**src/verilog/mps_pkg.sv**
```systemverilog
`default_nettype none
package mps_pkg;
    // ----------------------------------------
    // Register offsets
    // ----------------------------------------
    localparam logic [7:0] MPS_MUTE_STATUS_OFS = 8'h03;
    localparam logic [7:0] MPS_PLL_CTRL_OFS = 8'h04;
    localparam logic [7:0] MPS_OSC_CTRL_OFS = 8'h05;

    // ----------------------------------------
    // Field positions
    // ----------------------------------------
    localparam int MPS_FRAME_STROBE_BIT = 7;
    localparam int MPS_BUF_DRIVE_BIT = 6;
    localparam int MPS_BACKEND_PWR_BIT = 5;
    localparam int MPS_LEFT_MUTE_BIT = 4;
    localparam int MPS_RIGHT_MUTE_BIT = 0;
    localparam int MPS_PLL_UNLOCKED_BIT = 4;
    localparam int MPS_PLL_ON_BIT = 0;
    localparam int MPS_OSC_SELECTED_BIT = 5;
    localparam int MPS_OSC_OFF_BIT = 4;
    localparam int MPS_OSC_AUTO_OFF_BIT = 0;

    // ----------------------------------------
    // Reset values
    // ----------------------------------------
    localparam logic MPS_MUTE_RST = 1'b0;
    localparam logic MPS_PLL_UNLOCKED_RST = 1'b0;
    localparam logic MPS_PLL_ON_RST = 1'b1;
    localparam logic MPS_OSC_AUTO_OFF_RST = 1'b1;
    localparam logic MPS_OSC_SEL_RST = 1'b0;
    localparam logic MPS_OSC_OFF_RST = 1'b0;
    localparam logic [7:0] MPS_ZERO_BYTE = 8'h00;

    // ----------------------------------------
    // Volume ramp
    // ----------------------------------------
    localparam int MPS_VOL_W = 8;
    localparam logic [MPS_VOL_W-1:0] MPS_VOL_FULL = 8'hFF;
    localparam logic [MPS_VOL_W-1:0] MPS_VOL_SILENT = 8'h00;
    localparam logic [MPS_VOL_W-1:0] MPS_VOL_STEP = 8'h01;
    localparam int MPS_CLK_MHZ = 50;
    localparam int MPS_RAMP_STEP_NS = 20000;
    localparam int MPS_RAMP_STEP_CYC_INT =
        (MPS_RAMP_STEP_NS * MPS_CLK_MHZ) / 1000;
    localparam int MPS_DIV_W = 10;
    localparam logic [MPS_DIV_W-1:0] MPS_RAMP_STEP_CYC =
        MPS_DIV_W'(MPS_RAMP_STEP_CYC_INT - 1);
    localparam logic [MPS_DIV_W-1:0] MPS_DIV_ZERO = 10'h000;
    localparam logic [MPS_DIV_W-1:0] MPS_DIV_ONE = 10'h001;
    localparam int MPS_CHANNELS = 2;
endpackage
`default_nettype wire

```
**src/verilog/mps_ramp_if.sv**
```systemverilog
`default_nettype none
interface mps_ramp_if;
    import mps_pkg::*;
    logic step_en;
    logic mute_req;
    logic [MPS_VOL_W-1:0] level;
    logic silent;

    modport ctrl (output step_en, output mute_req,
                  input level, input silent);
    modport ramp (input step_en, input mute_req,
                  output level, output silent);
endinterface
`default_nettype wire

```
**src/verilog/mps_regs.sv**
```systemverilog
// Summary of operation
// Left mute bit ramps left volume smoothly to silence and back.
// Right mute bit ramps right volume smoothly to silence and back.
// Status bit 7 mirrors the live backend frame strobe.
// Bit 6 high only when both regulator power-on resets are detected.
// Bit 5 high when analog and pump supplies good and amps unmuted.
// PLL lock flag reads 0 locked, 1 unlocked; resets to 0.
// With PLL disabled the lock flag always reads 1.
// PLL enable resets to 1; clearing selects external master clock.
// Oscillator-selected bit set while internal oscillator clocks the system.
// Oscillator-off bit set when auto-off and oscillator unused.
// Auto-off bit resets to 1; 0 keeps oscillator always running.
// Clock error forces the same standby as the standby request bit.
// Software writes reserved bits as zero; read-only bits ignore writes.
`default_nettype none
module mps_regs
    import mps_pkg::*;
(
    // Clock and reset
    input wire logic CLK_I,
    input wire logic RESET_N_I,
    // Host register port
    input wire logic [7:0] REG_ADDR_I,
    input wire logic [7:0] REG_WDATA_I,
    input wire logic REG_WR_I,
    output logic [7:0] REG_RDATA_O,
    // Backend and supply status
    input wire logic FRAME_STROBE_I,
    input wire logic LDO_IN_POR_I,
    input wire logic LDO_OUT_POR_I,
    input wire logic ANALOG_SUPPLY_POR_I,
    input wire logic CHARGE_PUMP_SUPPLY_POR_I,
    input wire logic LINE_AMP_UNMUTED_I,
    // Clocking status
    input wire logic PLL_LOCKED_I,
    input wire logic CLOCK_ERROR_I,
    input wire logic OSC_NEEDED_I,
    input wire logic STANDBY_REQUEST_I,
    // Controls out
    output logic [MPS_VOL_W-1:0] LEFT_VOLUME_O,
    output logic [MPS_VOL_W-1:0] RIGHT_VOLUME_O,
    output logic LEFT_SILENT_O,
    output logic RIGHT_SILENT_O,
    output logic PLL_ON_O,
    output logic EXT_MCLK_SEL_O,
    output logic OSC_SELECTED_O,
    output logic OSC_POWER_DOWN_O,
    output logic BACKEND_BUFFER_OE_O,
    output logic SYSTEM_STANDBY_O
);
    // ----------------------------------------
    // Control registers
    // ----------------------------------------
    logic left_soft_mute_request_q;
    logic right_soft_mute_request_q;
    logic pll_on_q;
    logic osc_auto_off_q;
    logic pll_unlocked_flag_q;
    logic osc_emergency_selected_q;
    logic osc_off_status_q;
    logic [7:0] rdata_q;
    logic [7:0] rdata_d;

    // Any other address matches none of these, so its write is dropped
    wire logic wr_mute = REG_WR_I && (REG_ADDR_I == MPS_MUTE_STATUS_OFS);
    wire logic wr_pll = REG_WR_I && (REG_ADDR_I == MPS_PLL_CTRL_OFS);
    wire logic wr_osc = REG_WR_I && (REG_ADDR_I == MPS_OSC_CTRL_OFS);

    // Only writable fields are stored; reserved and status bits drop
    always_ff @(posedge CLK_I or negedge RESET_N_I)
    begin
        if (!RESET_N_I)
        begin
            left_soft_mute_request_q <= MPS_MUTE_RST;
            right_soft_mute_request_q <= MPS_MUTE_RST;
            pll_on_q <= MPS_PLL_ON_RST;
            osc_auto_off_q <= MPS_OSC_AUTO_OFF_RST;
        end
        else
        begin
            if (wr_mute)
            begin
                left_soft_mute_request_q <=
                    REG_WDATA_I[MPS_LEFT_MUTE_BIT];
                right_soft_mute_request_q <=
                    REG_WDATA_I[MPS_RIGHT_MUTE_BIT];
            end
            if (wr_pll)
                pll_on_q <= REG_WDATA_I[MPS_PLL_ON_BIT];
            if (wr_osc)
                osc_auto_off_q <= REG_WDATA_I[MPS_OSC_AUTO_OFF_BIT];
        end
    end

    // ----------------------------------------
    // Clock source status
    // ----------------------------------------
    // Disabled PLL overrides any lock indication
    wire logic unlocked_d = !pll_on_q || !PLL_LOCKED_I;
    // Clock error means the normal clock cannot be trusted
    wire logic osc_sel_d = CLOCK_ERROR_I;
    wire logic osc_off_d = osc_auto_off_q && !osc_sel_d
                        && !OSC_NEEDED_I;

    always_ff @(posedge CLK_I or negedge RESET_N_I)
    begin
        if (!RESET_N_I)
        begin
            // Quiet state until the first sampled status
            pll_unlocked_flag_q <= MPS_PLL_UNLOCKED_RST;
            osc_emergency_selected_q <= MPS_OSC_SEL_RST;
            osc_off_status_q <= MPS_OSC_OFF_RST;
        end
        else
        begin
            pll_unlocked_flag_q <= unlocked_d;
            osc_emergency_selected_q <= osc_sel_d;
            osc_off_status_q <= osc_off_d;
        end
    end

    // ----------------------------------------
    // Backend status
    // ----------------------------------------
    // Live levels, not latched: they drop as soon as a supply drops
    wire logic backend_buffer_drive_status =
        LDO_IN_POR_I && LDO_OUT_POR_I;
    wire logic backend_powered_status = ANALOG_SUPPLY_POR_I
        && CHARGE_PUMP_SUPPLY_POR_I && LINE_AMP_UNMUTED_I;

    // ----------------------------------------
    // Soft-mute ramps
    // ----------------------------------------
    // One divider feeds both channels so their steps stay aligned
    logic [MPS_DIV_W-1:0] div_q;
    wire logic step_en = (div_q == MPS_DIV_ZERO);

    // Slow step keeps each level change inaudible
    always_ff @(posedge CLK_I or negedge RESET_N_I)
    begin
        if (!RESET_N_I)
            div_q <= MPS_RAMP_STEP_CYC;
        else if (step_en)
            div_q <= MPS_RAMP_STEP_CYC;
        else
            div_q <= div_q - MPS_DIV_ONE;
    end

    logic [MPS_CHANNELS-1:0] mute_req;
    logic [MPS_CHANNELS-1:0] silent;
    logic [MPS_VOL_W-1:0] level [MPS_CHANNELS];
    assign mute_req = {left_soft_mute_request_q, right_soft_mute_request_q};

    // Channel 0 is right, channel 1 is left
    for (genvar ch = 0; ch < MPS_CHANNELS; ch++)
    begin : g_ramp
        mps_ramp_if rif ();
        assign rif.step_en = step_en;
        assign rif.mute_req = mute_req[ch];
        assign level[ch] = rif.level;
        assign silent[ch] = rif.silent;
        mps_ramp u_ramp (
            .clk_i(CLK_I),
            .reset_n_i(RESET_N_I),
            .rif(rif.ramp)
        );
    end

    // ----------------------------------------
    // Read path
    // ----------------------------------------
    // Reserved bits always read as zero whatever was written
    logic [7:0] mute_rd;
    logic [7:0] pll_rd;
    logic [7:0] osc_rd;

    always_comb
    begin
        mute_rd = MPS_ZERO_BYTE;
        mute_rd[MPS_FRAME_STROBE_BIT] = FRAME_STROBE_I;
        mute_rd[MPS_BUF_DRIVE_BIT] = backend_buffer_drive_status;
        mute_rd[MPS_BACKEND_PWR_BIT] = backend_powered_status;
        mute_rd[MPS_LEFT_MUTE_BIT] = left_soft_mute_request_q;
        mute_rd[MPS_RIGHT_MUTE_BIT] = right_soft_mute_request_q;
        pll_rd = MPS_ZERO_BYTE;
        pll_rd[MPS_PLL_UNLOCKED_BIT] = pll_unlocked_flag_q;
        pll_rd[MPS_PLL_ON_BIT] = pll_on_q;
        osc_rd = MPS_ZERO_BYTE;
        osc_rd[MPS_OSC_SELECTED_BIT] = osc_emergency_selected_q;
        osc_rd[MPS_OSC_OFF_BIT] = osc_off_status_q;
        osc_rd[MPS_OSC_AUTO_OFF_BIT] = osc_auto_off_q;
    end

    // Addresses outside the bank read as zero
    assign rdata_d = (REG_ADDR_I == MPS_MUTE_STATUS_OFS) ? mute_rd
                   : (REG_ADDR_I == MPS_PLL_CTRL_OFS) ? pll_rd
                   : (REG_ADDR_I == MPS_OSC_CTRL_OFS) ? osc_rd
                   : MPS_ZERO_BYTE;

    // Registered: valid one edge after the address settles
    always_ff @(posedge CLK_I or negedge RESET_N_I)
    begin
        if (!RESET_N_I)
            rdata_q <= MPS_ZERO_BYTE;
        else
            rdata_q <= rdata_d;
    end

    // ----------------------------------------
    // Outputs
    // ----------------------------------------
    assign REG_RDATA_O = rdata_q;
    assign LEFT_VOLUME_O = level[1];
    assign RIGHT_VOLUME_O = level[0];
    assign LEFT_SILENT_O = silent[1];
    assign RIGHT_SILENT_O = silent[0];
    assign PLL_ON_O = pll_on_q;
    assign EXT_MCLK_SEL_O = !pll_on_q;
    assign OSC_SELECTED_O = osc_emergency_selected_q;
    assign OSC_POWER_DOWN_O = osc_off_status_q;
    assign BACKEND_BUFFER_OE_O = backend_buffer_drive_status;
    // No latency: a clock error must reach standby at once
    assign SYSTEM_STANDBY_O = STANDBY_REQUEST_I || CLOCK_ERROR_I;
endmodule
`default_nettype wire

```
**src/verilog/mps_ramp.sv**
```systemverilog
`default_nettype none
module mps_ramp
    import mps_pkg::*;
(
    // Clock and reset
    input wire logic clk_i,
    input wire logic reset_n_i,
    // Ramp control
    mps_ramp_if.ramp rif
);
    logic [MPS_VOL_W-1:0] level_q;
    logic [MPS_VOL_W-1:0] level_d;
    wire logic at_full = (level_q == MPS_VOL_FULL);
    wire logic at_silent = (level_q == MPS_VOL_SILENT);

    // One step per enable, so the level never jumps
    assign level_d = !rif.step_en ? level_q
                   : (rif.mute_req && !at_silent) ? level_q - MPS_VOL_STEP
                   : (!rif.mute_req && !at_full) ? level_q + MPS_VOL_STEP
                   : level_q;

    always_ff @(posedge clk_i or negedge reset_n_i)
    begin
        if (!reset_n_i)
            level_q <= MPS_VOL_FULL;
        else
            level_q <= level_d;
    end

    assign rif.level = level_q;
    assign rif.silent = at_silent;
endmodule
`default_nettype wire

```
**config.mk**
```make
export PLATFORM = sky130hd
export DESIGN_NAME = mps_regs
export DESIGN_NICKNAME = d
export VERILOG_FILES = /design/src/verilog/mps_pkg.sv /design/src/verilog/mps_ramp_if.sv /design/src/verilog/mps_regs.sv /design/src/verilog/mps_ramp.sv
export SDC_FILE = /design/constraint.sdc
export NUM_CORES = 1
export LEC_CHECK = 0
export ABC_AREA = 1
export ABC_CLOCK_PERIOD_IN_PS = 4400
export BUFFER_PORTS_ARGS = -buffer_cell sky130_fd_sc_hd__buf_2
export CORE_MARGIN = 3
export CORE_UTILIZATION = 30
export CTS_CLUSTER_SIZE = 16
export DETAILED_ROUTE_END_ITERATION = 8
export SETUP_SLACK_MARGIN = 0.1
export SYNTH_ARGS = -nofsm -noshare
export SYNTH_HDL_FRONTEND = slang
export SYNTH_SLANG_ARGS = --single-unit
```
**constraint.sdc**
```tcl
create_clock -name CLK_I -period 4.4 [get_ports CLK_I]
set_input_delay 0 -clock CLK_I [delete_from_list [all_inputs] [get_ports CLK_I]]
set_output_delay 0 -clock CLK_I [all_outputs]
set_load 0.005 [all_outputs]
```
**Yosys cells after proc, flatten, opt, wreduce, memory -nomap -nowiden**

Index checks and enable logic that the tools add are counted.

- Flip-flop bits (word level): 41
- Input bits: 29
- Word-level logic and storage cells: 60
- Output and inout bits: 32

- Eq/ne operators: 5
- Mux-type cells: 8
- $add $sub $neg: 5
- Reduce and logical (&&, ||, !) cells: 31

Operators with widths:

| operator | count |
|---|---|
| 2-to-1 mux 8 bit | 5 |
| adder 8 x 1 -> 8 bit (second input constant) | 2 |
| equality test 8 x 3 -> 1 bit (second input constant) | 2 |
| equality test 8 bit (second input constant) | 2 |
| zero test 8 bit | 2 |
| subtractor 8 x 1 -> 8 bit (second input constant) | 2 |
| logical AND 1 bit | 12 |
| 2-to-1 mux 6 bit | 2 |
| zero test 1 bit | 10 |
| zero test 10 bit | 1 |
| 2-to-1 mux 10 bit | 1 |
| subtractor 10 x 1 -> 10 bit (second input constant) | 1 |
| equality test 8 x 2 -> 1 bit (second input constant) | 1 |
| AND reduction 2 bit | 2 |
| nonzero test 2 bit | 2 |
| logical OR 1 bit | 2 |

**Logic depth before layout (Yosys ltp)**

- Depth in word-level cells: 5
- Depth in mapped cells: 13
- Depth with buffers taken out: 13

**By module**

Synthesis repeated with hierarchy kept, for this count alone.

- Cells, all modules: 324
- Area total of the unflattened synthesis: 2521.2 um2

Modules (own cells, without submodules):

| module | area an instance (um2) | seq. area each (um2) | cells each | instances |
|---|---|---|---|---|
| mps_ramp | 688.2 | 210.2 | 93 | 2 |
| mps_regs | 1144.8 | 563.0 | 138 | 1 |

**Worst setup path before layout**

Ideal clock, no wire load.

- Kind: reg2reg
- Start: register g_ramp[1].u_ramp.level_q[1]
- End: register g_ramp[1].u_ramp.level_q[5]
- Library setup time: 0.060 ns
- Arrival: 2.014 ns
- Data required time: 4.340 ns
- Cell stages (with the launch flop): 13
- Buffers on the path: 0
- Period minus slack after synthesis: 2.075 ns
- Setup slack: 2.325 ns
- Cells stage by stage: dfstp_2 > nor2_1 > nand2_1 > nor2_2 > nor2_1 > ha_1 > or2_0 > and2_1 > nand3_1 > nand2_1 > nand2_1 > nand3_1 > nand2_1

- Word-level cells in the longest chain between the ends: 5
- Elaborated cells between the ends (all ways): 12
- Classes of those cells: add/sub (2); eq/ne (1); mux (2); reduce/logical (7)

RTL lines:

| element | line | text |
|---|---|---|
| start: declaration | mps_ramp.sv:11 | `logic [MPS_VOL_W-1:0] level_q;` |
| start signal: assignment | mps_ramp.sv:27 | `level_q <= level_d;` |
| zero test 8 bit * | mps_ramp.sv:14 | `wire logic at_silent = (level_q == MPS_VOL_SILENT);` |
| net LEFT_SILENT_O | mps_regs.sv:42 | `output logic LEFT_SILENT_O,` |
| zero test 1 bit * | mps_ramp.sv:18 | `: (rif.mute_req && !at_silent) ? level_q - MPS_VOL_STEP` |
| logical AND 1 bit * | mps_ramp.sv:18 |  |
| nonzero test 2 bit (no line) | - |  |
| AND reduction 2 bit (no line) | - |  |

The timed path passes the listed nets; every way through them passes the cells marked *. The select of a mux whose other input is x is not followed.
A chain may end at the register's enable or synchronous reset.

**Worst setup path after layout**

- Start: register g_ramp[0].u_ramp.level_q[4]
- End: register g_ramp[0].u_ramp.level_q[5]

- Word-level cells in the longest chain between the ends: 5
- Elaborated cells between the ends (all ways): 12
- Classes of those cells: add/sub (2); eq/ne (1); mux (2); reduce/logical (7)

RTL lines:

| element | line |
|---|---|
| start: declaration | mps_ramp.sv:11 |
| start signal: assignment | mps_ramp.sv:27 |
| branches (longest 5 deep; another with adder 8 x 1 -> 8 bit) | - |

Parallel ways; which one is timed is not known. The select of a mux whose other input is x is not followed.

==> impl_metrics.py <==
metrics = {
    "sta": {
        "drv_slew": 0,
        "hold_violations": 0,
        "rsz0062_at_grt": "false",
        "worst_slack_ps": 2050,
        "fmax_ghz": 0.426,
        "finalSetupViolCount": 0,
        "final.min_clock_period_ps": 2350,
        "fin_skew_ps": 5.50,
        "fin_tns_setup_ps": 0,
        "relSlewSlack": 0.438,
        "tightest_slew_ps": 843,
        "period_share": 0.534,
    },
    "power_and_ir_drop": {
        "finalPower_uw": 715,
        "intPower_uw": 545,
        "clkPwrFrac": 0.434,
        "p_seq_frac": 0.503,
        "combPwrFrac": 0.063,
        "leakage_nw": 1.62,
        "switching_power_uw": 169,
        "pwr_density_cell_nw_per_um2": 233,
        "ir_worst_vdd_uv": 191,
        "switching_share": 0.237,
    },
    "worst_setup_path": {
        "endpoint": "g_ramp[0].u_ramp.rif.level[5]",
        "reg2reg_depth": 12,
        "arrival_ps": 2590,
        "crit_start": "g_ramp[0].u_ramp.rif.level[4]",
        "path_cells": "nor2_1, nand2_1, nor2_2, nor2_1, ha_1, or2_0, and2_1, nand3_1, nand2_1, nand2_1, nand3_1, nand2_1",
        "cp-start-kind": "flip-flop",
        "cp_top_family": "simple AND/OR/NAND/NOR gates",
        "timing.rr.start": "g_ramp[0].u_ramp.rif.level[4]",
        "rr_endpoint": "g_ramp[0].u_ramp.rif.level[5]",
        "cp.depth": 12,
        "worstSetupPathType": "reg2reg",
        "r2r_slack_ps": 2050,
        "crit_top_cell": "nand2_1",
        "worstPathRequired_ps": 4640,
        "crit_fanout": 7,
        "worst_path_max_delay_cell": "dfstp_2",
        "cp_slowest_stage_delay_ps": 590,
        "crit_buf_inv": 0,
        "cp-end-kind": "flip-flop",
    },
    "die": {
        "initial_core_util": 0.314,
        "io_pins": 61,
        "row_count": 32,
        "dieHeight_um": 96.9,
        "die_w_um": 96.9,
        "core_area_um2": 7890,
        "die-area_um2": 9390,
    },
    "synthesis": {
        "synth-async-reset-ratio": 1.00,
        "ys_warn_count": 0,
        "ys_seq_elements": 38,
        "yosysUniqueCellTypes": 32,
        "netlist_instances": 307,
        "synth.area.top_cells": "dfstp_2, nand2_1, dfrtp_1, ha_1, inv_1",
        "synth_area_um2": 2480,
        "ys.flop_type": "dfstp_2",
        "synthTopCellsByCount": "nand2_1, inv_1, nor2_1",
        "synth_seq_area_share": 0.397,
        "synth-edff-count": 0,
        "avgSynthCellArea_um2": 8.07,
        "synth_most_common_cell": "nand2_1",
        "synth_top_cell_by_area": "dfstp_2",
        "synth.top_cell.area_share": 0.276,
    },
    "clock_network": {
        "cts.sinks": 38,
        "cts.path.max_buffers": 2,
        "cts_root_buf": "clkbuf_8",
        "cts_tree": "built",
        "cts-buffers-inserted": 5,
        "h-tree-depth": 2,
        "worstSkewPairLatency_ps": 300,
        "cts.reportedPaths.clkPinSlew_ps": 80,
    },
    "routing": {
        "firstDrtPassIters": 4,
        "drt-initial-drc-count": 74,
        "viasPerCell": 4.35,
        "wl_per_cell_um": 11.1,
        "vias": 2080,
        "finalWirelength_um": 5290,
        "antenna_left": 0,
        "drc": 0,
    },
    "global_route": {
        "antenna_found_initial": 0,
        "grt_use_total": 0.122,
        "overflow": 0,
        "grt_start_max_net_pins": 39,
        "grt_pass1_vias": 2130,
        "grt_pass1_wl_um": 9700,
    },
    "place": {
        "placed_area_um2": 2850,
        "port_buffers": 51,
        "hpwl_um": 4050,
        "pre_cts_ws_ps": 2040,
        "place.gp.congestion": 0.844,
    },
    "final_layout": {
        "drive_gt1_frac": 0.290,
        "synthToLayoutAreaGrowth_pct": 23.9,
        "num_antenna_cells": 0,
        "final_nets": 419,
        "final_area_um2": 3070,
    },
    "hold_path": {
        "hp-class": "in2reg",
    },
    "outcome": {
        "status": "completed",
    },
    "job": {
        "maxCapViolations": 0,
    },
}
==> power groups by stage <==
stage               Clock [mW]  Sequential (mW)  Combinational, mW
floorplan                    0            0.365             0.0162
global placement             0            0.365             0.0381
detailed placement           0            0.365             0.0386
CTS                      0.321            0.359             0.0460
global route             0.336            0.360             0.0516
finish                   0.310            0.359             0.0450
==> final cells by class <==
cell class | instances | area, um^2
Fill cell | 828 | 4820
Multi-Input combinational cell | 231 | 1340
Sequential cell | 38 | 983
Timing Repair Buffer | 62 | 365
Inverter | 37 | 144
Tap cell | 102 | 128
Clock buffer | 5 | 68.8
Clock inverter | 3 | 45.0
==> stage by stage <==
| step | hold WS (ps) | instances | util |
|---|---|---|---|
| after CTS | 43.5 | 478 | 0.389 |
| final | 51.7 | 478 | 0.389 |
| after global placement | 144 | 459 | 0.361 |
| after floorplan | -296 | 309 | - |
| after detailed placement | 148 | 459 | 0.361 |
| after global routing | 106 | 478 | 0.389 |
==> metal layers <==
| layer | part of all wire | track usage | vias up |
|---|---|---|---|
| li1 | - | - | 1099 |
| met1 | 0.47 | 0.157 | 937 |
| met2 | 0.48 | 0.207 | 37 |
| met3 | 0.033 | 0.0187 | 7 |
| met4 | 0.016 | 0.0454 | 0 |
| met5 | 0 | 0 | - |
==> sequential cells by signal (all words and copies together), names as in the netlist <==
name                     flops
OSC_POWER_DOWN_O             1
OSC_SELECTED_O               1
PLL_ON_O                     1
REG_RDATA_O                  5
div_q                       10
g_ramp.rif.mute_req          2
g_ramp.u_ramp.rif.level     16
osc_auto_off_q               1
pll_unlocked_flag_q          1
==> cell families (layout without fill, tap and decap cells) <==
group,after synthesis,in the layout,synth area share
AND/OR/NAND/NOR,173,173,0.335
buffers and inverters,40,107,0.0671
XOR/XNOR,15,15,0.0530
AO/OA/AOI/OAI,25,25,0.0651
flip-flops,38,38,0.397
adder cells (fa/ha/maj),15,15,0.0818
other,1,3,0.00151
==> repair_timing <==
item	CTS	global route
hold endpoints to repair	22	0
resized for setup	0	0
endpoints found under the setup margin	0	0
buffers inserted	0	0
hold buffers	11	0
==> tightest hold or removal path, cell delays in order <==
cell and delay, ps:
buf_2 70, inv_1 50, nor2_1 130, o21ai_0 90
==> how the worst min path moves through the flow <==
stage | from | endpoint | slack [ps] | depth (start not counted)
6_report | REG_WR_I | osc_auto_off_q | 50 | 4
5_1_grt | REG_WR_I | PLL_ON_O | 110 | 5
4_1_cts | REG_WR_I | osc_auto_off_q | 40 | 5
3_5_place_dp | CLOCK_ERROR_I | OSC_SELECTED_O | 150 | 1
3_3_place_gp | CLOCK_ERROR_I | OSC_SELECTED_O | 140 | 1
2_1_floorplan | RESET_N_I | OSC_POWER_DOWN_O | -300 | 0
==> placed cells by master, fill, tap and decap left out, drive strengths merged, types with 8 or more instances in the layout <==
cell type,count
nand2,93
buf,51
nor2,41
inv,37
dfstp,26
nand3,24
o21ai,17
ha,13
dfrtp,12
dlygate4sd3,11
xor2,8
No activity file was read; power rests on OpenSTA's default activity.
